--- src/cps_pkg.sv ---
// Shared constants and types for the prefetch and streaming store control
package cps_pkg;
  // Line geometry: every fill, prefetch and eviction moves one whole line
  localparam int LINE_BYTES = 64;
  localparam int OFS_W = $clog2(LINE_BYTES);
  localparam int ADDR_W = 48;
  localparam int LINE_W = ADDR_W - OFS_W;
  localparam int DATA_W = 64;
  // Outstanding miss limit and its index width
  localparam int MISS_SLOTS = 8;
  localparam int SLOT_W = $clog2(MISS_SLOTS);
  // Initial prefetches issued when a stream trains
  localparam int PF_INIT = 3;
  localparam int PF_CNT_W = 4;
  // Width of the outstanding streaming store counter
  localparam int WC_CNT_W = 4;

  // Core request kinds
  typedef enum logic [3:0] {
    CPS_OP_LOAD,
    CPS_OP_STORE,
    CPS_OP_PF_READ,
    CPS_OP_PF_HINT_ZERO,
    CPS_OP_PF_HINT_ONE,
    CPS_OP_PF_HINT_TWO,
    CPS_OP_PF_WRITE,
    CPS_OP_PF_NONTEMPORAL,
    CPS_OP_STREAM_STORE,
    CPS_OP_STORE_FENCE
  } cps_op_t;

  // One miss-tracking slot
  typedef struct packed {
    logic vld;
    logic [LINE_W-1:0] line;
    logic modify;
    logic no_l2;
  } cps_miss_t;
endpackage

--- src/cps_pf_if.sv ---
// Link between the miss controller and the stream prefetcher
`timescale 1ns/1ns
`default_nettype none
interface cps_pf_if;
  logic train_valid;
  logic [cps_pkg::LINE_W-1:0] train_line;
  logic train_nt;
  logic access_valid;
  logic [cps_pkg::LINE_W-1:0] access_line;
  logic gen_valid;
  logic [cps_pkg::LINE_W-1:0] gen_line;
  logic gen_nt;
  logic gen_take;
  modport ctrl (output train_valid, train_line, train_nt, access_valid,
                access_line, gen_take, input gen_valid, gen_line, gen_nt);
  modport pf (input train_valid, train_line, train_nt, access_valid,
              access_line, gen_take, output gen_valid, gen_line, gen_nt);
endinterface
`default_nettype wire

--- src/cps_ctrl.sv ---
// Prefetch hint, miss tracking and streaming store controller
// Behaviour
// - Nontemporal line absent from L2 at prefetch is not written to L2.
// - Nontemporal prefetch miss trains the stream; lines of a stream it trains skip L2.
// - All three level-hint prefetches act as a plain read prefetch.
// - Write-intent prefetch installs its line modified.
// - At most eight outstanding misses, prefetches and loads alike.
// - With all slots busy the next read stalls until one frees.
// - Pending prefetches go to memory in issue order.
// - Streaming stores may pass loads and ordinary stores.
// - Fence holds later ordinary stores until streaming stores are done.
// - Streaming stores bypass the cache via write combining, no allocate.
// - Streaming stores never read memory to fill a line.
// - Ordinary stores to write-combining memory are combined automatically.
// - Two consecutive line misses train a stream issuing initial prefetches.
// - Every software prefetch kind trains the hardware prefetcher.
// - Requests to one line share a single miss slot.
// - All fills, prefetches and evictions use whole 64-byte lines.
`timescale 1ns/1ns
`default_nettype none
module cps_ctrl #(
  parameter int MISS_SLOTS = cps_pkg::MISS_SLOTS,
  parameter int PF_INIT = cps_pkg::PF_INIT
) (
  // Clock and reset
  input wire logic ref_clk_i,
  input wire logic rstn_i,
  // Core request port
  input wire logic req_valid_i,
  input wire cps_pkg::cps_op_t req_op_i,
  input wire logic [cps_pkg::ADDR_W-1:0] req_addr_i,
  input wire logic [cps_pkg::DATA_W-1:0] req_data_i,
  input wire logic req_l1_hit_i,
  input wire logic req_l2_hit_i,
  input wire logic req_wc_type_i,
  output logic req_ready_o,
  // Memory read requests and fills
  output logic mem_rd_valid_o,
  output logic [cps_pkg::LINE_W-1:0] mem_rd_line_o,
  output logic [cps_pkg::SLOT_W-1:0] mem_rd_slot_o,
  output logic mem_rd_excl_o,
  input wire logic fill_valid_i,
  input wire logic [cps_pkg::SLOT_W-1:0] fill_slot_i,
  // Line install into the first level data cache
  output logic inst_valid_o,
  output logic [cps_pkg::LINE_W-1:0] inst_line_o,
  output logic inst_modified_o,
  output logic inst_no_l2_o,
  // Eviction from the first level data cache
  input wire logic evict_valid_i,
  input wire logic [cps_pkg::LINE_W-1:0] evict_line_i,
  input wire logic evict_dirty_i,
  input wire logic evict_no_l2_i,
  output logic l2_wr_valid_o,
  output logic [cps_pkg::LINE_W-1:0] l2_wr_line_o,
  output logic mem_wr_valid_o,
  output logic [cps_pkg::LINE_W-1:0] mem_wr_line_o,
  // Ordinary cached stores
  output logic st_valid_o,
  output logic [cps_pkg::ADDR_W-1:0] st_addr_o,
  output logic [cps_pkg::DATA_W-1:0] st_data_o,
  // Write-combining buffer path
  output logic wc_valid_o,
  output logic [cps_pkg::ADDR_W-1:0] wc_addr_o,
  output logic [cps_pkg::DATA_W-1:0] wc_data_o,
  output logic wc_stream_o,
  input wire logic wc_ack_i,
  // Cache copy invalidation
  output logic inval_valid_o,
  output logic [cps_pkg::LINE_W-1:0] inval_line_o
);
  localparam int LW = cps_pkg::LINE_W;
  localparam int CW = $clog2(MISS_SLOTS + 1);
  localparam int WW = cps_pkg::WC_CNT_W;

  typedef struct packed {
    cps_pkg::cps_miss_t [MISS_SLOTS-1:0] slot;
    logic ready;
    logic rd_vld;
    logic [LW-1:0] rd_line;
    logic [cps_pkg::SLOT_W-1:0] rd_slot;
    logic rd_excl;
    logic inst_vld;
    logic [LW-1:0] inst_line;
    logic inst_mod;
    logic inst_no_l2;
    logic l2_vld;
    logic [LW-1:0] l2_line;
    logic mw_vld;
    logic [LW-1:0] mw_line;
    logic st_vld;
    logic [cps_pkg::ADDR_W-1:0] st_addr;
    logic [cps_pkg::DATA_W-1:0] st_data;
    logic wc_vld;
    logic [cps_pkg::ADDR_W-1:0] wc_addr;
    logic [cps_pkg::DATA_W-1:0] wc_data;
    logic wc_stream;
    logic inv_vld;
    logic [LW-1:0] inv_line;
    logic [WW-1:0] wc_cnt;
    logic fence_wait;
  } cps_ctrl_st_t;

  cps_ctrl_st_t s_ff;
  cps_ctrl_st_t nxt_s;
  cps_pf_if pf_if ();

  ////////////////////////////////////////////////////////////////////////////
  // Helpers
  function automatic logic [LW-1:0] line_of(
    input logic [cps_pkg::ADDR_W-1:0] a);
    line_of = a[cps_pkg::ADDR_W-1:cps_pkg::OFS_W];
  endfunction

  function automatic logic [CW-1:0] busy_count(
    input cps_pkg::cps_miss_t [MISS_SLOTS-1:0] sl);
    busy_count = '0;
    for (int i = 0; i < MISS_SLOTS; i++) begin
      busy_count = busy_count + {{(CW-1){1'b0}}, sl[i].vld};
    end
  endfunction

  ////////////////////////////////////////////////////////////////////////////
  // Stream prefetcher
  cps_stream_pf #(.PF_INIT(PF_INIT)) u_pf (
    .ref_clk_i(ref_clk_i),
    .rstn_i(rstn_i),
    .pf(pf_if.pf)
  );

  // Outputs straight from state
  assign req_ready_o = s_ff.ready;
  assign mem_rd_valid_o = s_ff.rd_vld;
  assign mem_rd_line_o = s_ff.rd_line;
  assign mem_rd_slot_o = s_ff.rd_slot;
  assign mem_rd_excl_o = s_ff.rd_excl;
  assign inst_valid_o = s_ff.inst_vld;
  assign inst_line_o = s_ff.inst_line;
  assign inst_modified_o = s_ff.inst_mod;
  assign inst_no_l2_o = s_ff.inst_no_l2;
  assign l2_wr_valid_o = s_ff.l2_vld;
  assign l2_wr_line_o = s_ff.l2_line;
  assign mem_wr_valid_o = s_ff.mw_vld;
  assign mem_wr_line_o = s_ff.mw_line;
  assign st_valid_o = s_ff.st_vld;
  assign st_addr_o = s_ff.st_addr;
  assign st_data_o = s_ff.st_data;
  assign wc_valid_o = s_ff.wc_vld;
  assign wc_addr_o = s_ff.wc_addr;
  assign wc_data_o = s_ff.wc_data;
  assign wc_stream_o = s_ff.wc_stream;
  assign inval_valid_o = s_ff.inv_vld;
  assign inval_line_o = s_ff.inv_line;

  ////////////////////////////////////////////////////////////////////////////
  // Next state
  always_comb begin
    logic take;
    logic is_read;
    logic core_miss;
    logic want;
    logic wr;
    logic nt;
    logic no_l2;
    logic [LW-1:0] line;
    logic hit_any;
    logic [cps_pkg::SLOT_W-1:0] hit_idx;
    logic free_any;
    logic [cps_pkg::SLOT_W-1:0] free_idx;
    logic wc_inc;
    logic fence_take;
    wr = 1'b0;
    nt = 1'b0;
    no_l2 = 1'b0;
    take = req_valid_i && s_ff.ready;
    line = line_of(req_addr_i);
    // Level hints collapse into a plain read prefetch
    is_read = req_op_i inside {cps_pkg::CPS_OP_LOAD, cps_pkg::CPS_OP_PF_READ,
      cps_pkg::CPS_OP_PF_HINT_ZERO, cps_pkg::CPS_OP_PF_HINT_ONE,
      cps_pkg::CPS_OP_PF_HINT_TWO, cps_pkg::CPS_OP_PF_WRITE,
      cps_pkg::CPS_OP_PF_NONTEMPORAL};
    core_miss = take && is_read && !req_l1_hit_i;
    free_any = 1'b0;
    free_idx = '0;
    for (int i = MISS_SLOTS - 1; i >= 0; i--) begin
      if (!s_ff.slot[i].vld) begin
        free_any = 1'b1;
        free_idx = cps_pkg::SLOT_W'(i);
      end
    end
    // Hardware prefetch only fills idle cycles, so core order stays intact
    pf_if.gen_take = pf_if.gen_valid && !core_miss && free_any;
    pf_if.train_valid = core_miss;
    pf_if.train_line = line;
    pf_if.train_nt = req_op_i == cps_pkg::CPS_OP_PF_NONTEMPORAL;
    pf_if.access_valid = take && is_read;
    pf_if.access_line = line;
    want = core_miss || pf_if.gen_take;
    if (core_miss) begin
      wr = req_op_i == cps_pkg::CPS_OP_PF_WRITE;
      nt = req_op_i == cps_pkg::CPS_OP_PF_NONTEMPORAL;
      no_l2 = nt && !req_l2_hit_i;
    end else begin
      line = pf_if.gen_line;
      wr = 1'b0;
      nt = pf_if.gen_nt;
      no_l2 = pf_if.gen_nt;
    end
    // Slot being freed this cycle is not merged into
    hit_any = 1'b0;
    hit_idx = '0;
    for (int i = 0; i < MISS_SLOTS; i++) begin
      if (s_ff.slot[i].vld && s_ff.slot[i].line == line &&
          !(fill_valid_i && fill_slot_i == cps_pkg::SLOT_W'(i))) begin
        hit_any = 1'b1;
        hit_idx = cps_pkg::SLOT_W'(i);
      end
    end
    nxt_s = s_ff;
    nxt_s.rd_vld = 1'b0;
    nxt_s.inst_vld = 1'b0;
    nxt_s.l2_vld = 1'b0;
    nxt_s.mw_vld = 1'b0;
    nxt_s.st_vld = 1'b0;
    nxt_s.wc_vld = 1'b0;
    nxt_s.inv_vld = 1'b0;
    // Fill completes: install whole line and release its slot
    if (fill_valid_i) begin
      nxt_s.inst_vld = 1'b1;
      nxt_s.inst_line = s_ff.slot[fill_slot_i].line;
      nxt_s.inst_mod = s_ff.slot[fill_slot_i].modify;
      nxt_s.inst_no_l2 = s_ff.slot[fill_slot_i].no_l2;
      nxt_s.slot[fill_slot_i].vld = 1'b0;
    end
    // Merge into a live slot or allocate and read in issue order
    if (want && hit_any) begin
      nxt_s.slot[hit_idx].modify = s_ff.slot[hit_idx].modify | wr;
    end else if (want) begin
      nxt_s.slot[free_idx] = '{vld: 1'b1, line: line, modify: wr,
                               no_l2: no_l2};
      nxt_s.rd_vld = 1'b1;
      nxt_s.rd_line = line;
      nxt_s.rd_slot = free_idx;
      nxt_s.rd_excl = wr;
    end
    // Eviction: untouched-by-L2 nontemporal lines skip L2; only dirty ones go back to memory
    if (evict_valid_i) begin
      if (!evict_no_l2_i) begin
        nxt_s.l2_vld = 1'b1;
        nxt_s.l2_line = evict_line_i;
      end else if (evict_dirty_i) begin
        nxt_s.mw_vld = 1'b1;
        nxt_s.mw_line = evict_line_i;
      end
    end
    // Stores: streaming never allocates nor reads memory
    wc_inc = 1'b0;
    fence_take = take && req_op_i == cps_pkg::CPS_OP_STORE_FENCE;
    if (take && req_op_i == cps_pkg::CPS_OP_STREAM_STORE) begin
      wc_inc = 1'b1;
      nxt_s.wc_vld = 1'b1;
      nxt_s.wc_addr = req_addr_i;
      nxt_s.wc_data = req_data_i;
      nxt_s.wc_stream = 1'b1;
      nxt_s.inv_vld = req_l1_hit_i;
      nxt_s.inv_line = line_of(req_addr_i);
    end else if (take && req_op_i == cps_pkg::CPS_OP_STORE) begin
      if (req_wc_type_i) begin
        nxt_s.wc_vld = 1'b1;
        nxt_s.wc_addr = req_addr_i;
        nxt_s.wc_data = req_data_i;
        nxt_s.wc_stream = 1'b0;
      end else begin
        nxt_s.st_vld = 1'b1;
        nxt_s.st_addr = req_addr_i;
        nxt_s.st_data = req_data_i;
      end
    end
    nxt_s.wc_cnt = s_ff.wc_cnt + {{(WW-1){1'b0}}, wc_inc}
                   - {{(WW-1){1'b0}}, wc_ack_i && s_ff.wc_cnt != '0};
    // Fence holds the core until all streaming stores are acknowledged
    nxt_s.fence_wait = (fence_take || s_ff.fence_wait) &&
                       nxt_s.wc_cnt != '0;
    // Conservative ready keeps a slot and counter headroom for next request
    nxt_s.ready = busy_count(nxt_s.slot) < CW'(MISS_SLOTS) &&
                  !nxt_s.fence_wait && !(&nxt_s.wc_cnt);
  end

  // State register
  always_ff @(posedge ref_clk_i) begin
    if (!rstn_i) begin
      s_ff <= '0;
    end else begin
      s_ff <= nxt_s;
    end
  end
endmodule // cps_ctrl
`default_nettype wire

--- src/cps_stream_pf.sv ---
// Unit-stride hardware stream prefetcher, single stream
`timescale 1ns/1ns
`default_nettype none
module cps_stream_pf #(
  parameter int PF_INIT = cps_pkg::PF_INIT
) (
  // Clock and reset
  input wire logic ref_clk_i,
  input wire logic rstn_i,
  // Controller side
  cps_pf_if.pf pf
);
  typedef struct packed {
    logic last_vld;
    logic [cps_pkg::LINE_W-1:0] last_line;
    logic [cps_pkg::LINE_W-1:0] next_line;
    logic [cps_pkg::LINE_W-1:0] expect_line;
    logic [cps_pkg::PF_CNT_W-1:0] remain;
    logic active;
    logic nt;
  } cps_pf_st_t;

  cps_pf_st_t s_ff;
  cps_pf_st_t nxt_s;

  ////////////////////////////////////////////////////////////////////////////
  // Generated requests come straight from state
  assign pf.gen_valid = s_ff.remain != '0;
  assign pf.gen_line = s_ff.next_line;
  assign pf.gen_nt = s_ff.nt;

  ////////////////////////////////////////////////////////////////////////////
  // Train on misses, propagate on any read access to the expected line
  always_comb begin
    logic inc;
    logic dec;
    inc = 1'b0;
    dec = pf.gen_take && (s_ff.remain != '0);
    nxt_s = s_ff;
    if (dec) begin
      nxt_s.next_line = s_ff.next_line + 1'b1;
    end
    if (pf.access_valid && s_ff.active &&
        pf.access_line == s_ff.expect_line) begin
      inc = 1'b1;
      nxt_s.expect_line = s_ff.expect_line + 1'b1;
    end
    nxt_s.remain = s_ff.remain + {{(cps_pkg::PF_CNT_W-1){1'b0}}, inc}
                   - {{(cps_pkg::PF_CNT_W-1){1'b0}}, dec};
    if (pf.train_valid) begin
      nxt_s.last_vld = 1'b1;
      nxt_s.last_line = pf.train_line;
      // Two consecutive line misses start a fresh stream
      if (s_ff.last_vld && pf.train_line == s_ff.last_line + 1'b1) begin
        nxt_s.active = 1'b1;
        nxt_s.next_line = pf.train_line + 1'b1;
        nxt_s.expect_line = pf.train_line + 1'b1;
        nxt_s.remain = cps_pkg::PF_CNT_W'(PF_INIT);
        nxt_s.nt = pf.train_nt;
      end
    end
  end

  // State register
  always_ff @(posedge ref_clk_i) begin
    if (!rstn_i) begin
      s_ff <= '0;
    end else begin
      s_ff <= nxt_s;
    end
  end
endmodule // cps_stream_pf
`default_nettype wire
--- config.mk ---
export PLATFORM = sky130hd
export DESIGN_NAME = cps_ctrl
export DESIGN_NICKNAME = d
export VERILOG_FILES = /design/src/cps_pkg.sv /design/src/cps_pf_if.sv /design/src/cps_ctrl.sv /design/src/cps_stream_pf.sv
export SDC_FILE = /design/constraint.sdc
export NUM_CORES = 2
export LEC_CHECK = 0
export ABC_AREA = 1
export BUFFER_PORTS_ARGS = -buffer_cell sky130_fd_sc_hd__buf_2
export CELL_PAD_IN_SITES_DETAIL_PLACEMENT = 1
export CELL_PAD_IN_SITES_GLOBAL_PLACEMENT = 2
export CORE_MARGIN = 10
export CORE_UTILIZATION = 35
export DETAILED_ROUTE_END_ITERATION = 6
export PLACE_DENSITY_LB_ADDON = 0.1
export RECOVER_POWER = 50
export SLEW_MARGIN = 20
export SYNTH_ARGS = -nofsm -noshare
export SYNTH_HDL_FRONTEND = slang
export SYNTH_HIERARCHICAL = 1
export SYNTH_SLANG_ARGS = --single-unit
--- constraint.sdc ---
create_clock -name ref_clk_i -period 9.7 [get_ports ref_clk_i]
set_clock_uncertainty 0.2 [all_clocks]
set_input_delay 0.97 -clock ref_clk_i [delete_from_list [all_inputs] [get_ports ref_clk_i]]
set_output_delay 0.97 -clock ref_clk_i [all_outputs]
set_load 0.005 [all_outputs]
==> flow_summary.yaml <==
run_status:
  status: "finished with violations"
  violations: "max-capacitance violations, max-slew violations"
route:
  first_pass_iters: 5
  wl_microns: 309000
  wl_per_cell_microns: 30.7
  num_vias: 56300
  drcViolationCount: 0
  ant_nets: 0
  avgViaCountPerCell: 5.59
  drt_iter0_markers: 5685
clocking:
  cts_setup_buffers: 0
  numCtsBuffers: 112
  worstSkewPairLatency_ns: 0.78
  cts_resized: 0
  root_buffer: "clkbuf_16"
  cts.sink_count: 947
  cts_hold_buf: 0
  cts_tree: "built"
  htree_levels: 3
  path_clk_slew_ns: 0.06
  cts_buffer_depth: 3
floorplan:
  pin_count: 621
  dieArea_sq_mm: 0.167
  die_y_microns: 408
  start_util_pct: 35.2
  die_w_microns: 408
  row_count: 142
  coreArea_sq_mm: 0.150
cells_and_area:
  fin_area_sq_mm: 0.0570
  fillers: 19500
  drive_above_1_share_pct: 6.65
  synthToLayoutAreaGrowth_pct: 8.06
  multi_input_area_sq_mm: 0.0255
  nNetsFinal: 8144
  seq_area_sq_mm: 0.0190
setup_path:
  r2r_cells: 22
  crit_family: "buffers and inverters"
  cp-end-kind: "flop"
  cp_num_buf_inv: 2
  crit_slowest_cell: "clkbuf_1"
  cp_num_cells: 4
  critPathKind: "input port to flop"
  arrival_ns: 8.49
  crit_path_frequent_cell: "clkbuf_1"
  start_kind: "input port"
  slowest_delay_ns: 3.37
  critPathMaxFanout: 95
  required_ns: 10.19
  cp_cell_sequence: "clkbuf_1, clkbuf_1, o21ai_0, a21oi_1"
timing:
  worst_pin_slew_ns: 4.64
  max_slew_margin_pct: -209
  final.setup.tns_ns: 0
  period_minus_slack_ns: 8.00
  setup_viol: 0
  max_freq_ghz: 0.125
  rsz0062_at_grt: "no"
  setup_ws_ns: 1.70
  fin_crit_sh_pct: 82.5
  hold_viol_final: 0
  final_max_slew_viol_count: 678
  whs_ns: 0.218
global_routing:
  grt_usage_pct: 35.2
  grt_pass1_wl_microns: 428000
  grt_pass1_vias: 54500
  antenna_found_initial: 48
  grt.overflow.total: 0
  grt_max_degree: 155
placement:
  pre_cts_ws_ns: 2.05
  gp_congestion: 1.03
  io_buffers: 620
  place_hpwl_microns: 237000
  dpl-instance-area_sq_mm: 0.0537
logic_synthesis:
  synth_top_cell_area_share_pct: 35.9
  yosysWarnings: 6
  yosysSeqAreaShare_pct: 35.9
  avgSynthCellArea_sq_um: 6.57
  syn_inst: 8033
  yosys-top-cells-area: "dfxtp_1, nand2_1, a21oi_1"
  synth.most_common_cell: "nand2_1"
  netlist_area_sq_mm: 0.0527
  yosysTopAreaCell: "dfxtp_1"
  synth_common_cells: "nand2_1, dfxtp_1, nor2_1, a21oi_1, inv_1"
  async_reset_ff_share_pct: 0
  synth_ff_type: "dfxtp_1"
  synth.distinct_cells: 51
  synth_edf_count: 0
  synth_nets: 8226
  ys_seq_elements: 947
power:
  power.density_mw_per_mm2: 201
  ir_worst_vdd_uv: 174
  leakage_nw: 22.1
worst_hold_path:
  whs_path_depth: 3
  hold_path_class: "input port to flop"
flow_run:
  drv_cap: 7
## logic make-up (layout without fill, tap and decap cells)
| family | Yosys count | count (layout) | synth area share (%) |
|---|---|---|---|
| simple gates | 3547 | 3547 | 28.1 |
| buf+inv | 1691 | 1693 | 15.8 |
| compound gates | 1653 | 1653 | 16.6 |
| flops | 947 | 947 | 35.9 |
| xor+xnor | 174 | 174 | 2.89 |
| fa+ha+maj | 21 | 21 | 0.569 |
| other cells | 0 | 14 | 0 |
## layout make-up
class	count	share of cell area (%)
flip-flops and latches	947	33.3
diodes	14	0.0615
clock inverters	38	0.964
repair buffers	697	5.49
inverters	798	5.28
clock buffers	160	5.71
multi-input cells	5395	44.8
well taps	2016	4.43
## cell usage in the layout (no fill, tap or decap), types with 12 or more instances in the layout
cell type	synthesis	final
xnor2_1	43	43
nor3_1	72	68
diode_2	0	14
nor4_1	27	27
nand2_2	20	21
buf_2	92	180
inv_1	779	776
nor2_2	12	13
clkbuf_1	287	465
a21oi_1	787	787
o21ai_0	689	689
clkbuf_8	0	25
clkinv_2	0	16
dfxtp_1	947	947
xor2_1	131	131
o221ai_1	44	44
clkbuf_16	0	113
o22ai_1	37	37
nand4_1	198	198
o32ai_1	44	43
nand3_1	394	392
buf_4	497	72
nand2_1	1967	1961
a211oi_1	21	21
nor2_1	802	799
ha_1	16	16
inv_2	14	14
o21ai_1	12	12
## stage by stage
stage | total power [mW] | util (%) | instances
4_1_cts | 11.4 | 38.4 | 10100
3_3_place_gp | 6.98 | 35.9 | 9853
3_5_place_dp | 7.00 | 35.9 | 9853
2_1_floorplan | 5.83 | - | 8033
6_report | 11.5 | 38.0 | 10100
5_1_grt | 11.8 | 38.0 | 10100
## worst register-to-register path, delay by kind of cell, from the launching register on
kind                   cells  cell delay [ns]
buffers and inverters      4             2.00
AND/OR/NAND/NOR           16             3.69
flip-flops                 1             0.34
AO/OA/AOI/OAI              2             0.84
## layer usage
layer | GRT usage [%] | wire length [microns]
met3 | 10.1 | 29300
met4 | 13.1 | 13200
met2 | 53.9 | 134000
met5 | 0 | 211
met1 | 46.6 | 133000
## state kept, by name, indices dropped and copies added, names as in the netlist, 48 cells and up
name and cells:
wc_data_o 64, st_data_o 64, u_pf/s_ff 90, wc_addr_o 48
s_ff 365, st_addr_o 48
## power breakdown
group | total [mW] | internal (mW) | switching, mW
clock network | 4.45 | 2.53 | 1.92
registers | 4.35 | 4.14 | 0.214
logic | 2.65 | 0.596 | 2.06
total | 11.5 | 7.26 | 4.19
## worst paths after layout
check                    startpoint                end  slack, ns
setup reg to reg        req_ready_o          s_ff[579]       2.46
hold / removal     evict_line_i[17]   l2_wr_line_o[17]       0.22
hold reg to reg   mem_wr_line_o[22]  mem_wr_line_o[22]       0.25
setup / recovery             rstn_i    inst_line_o[36]       1.70
Note: power is estimated with default switching activity, not from simulation.
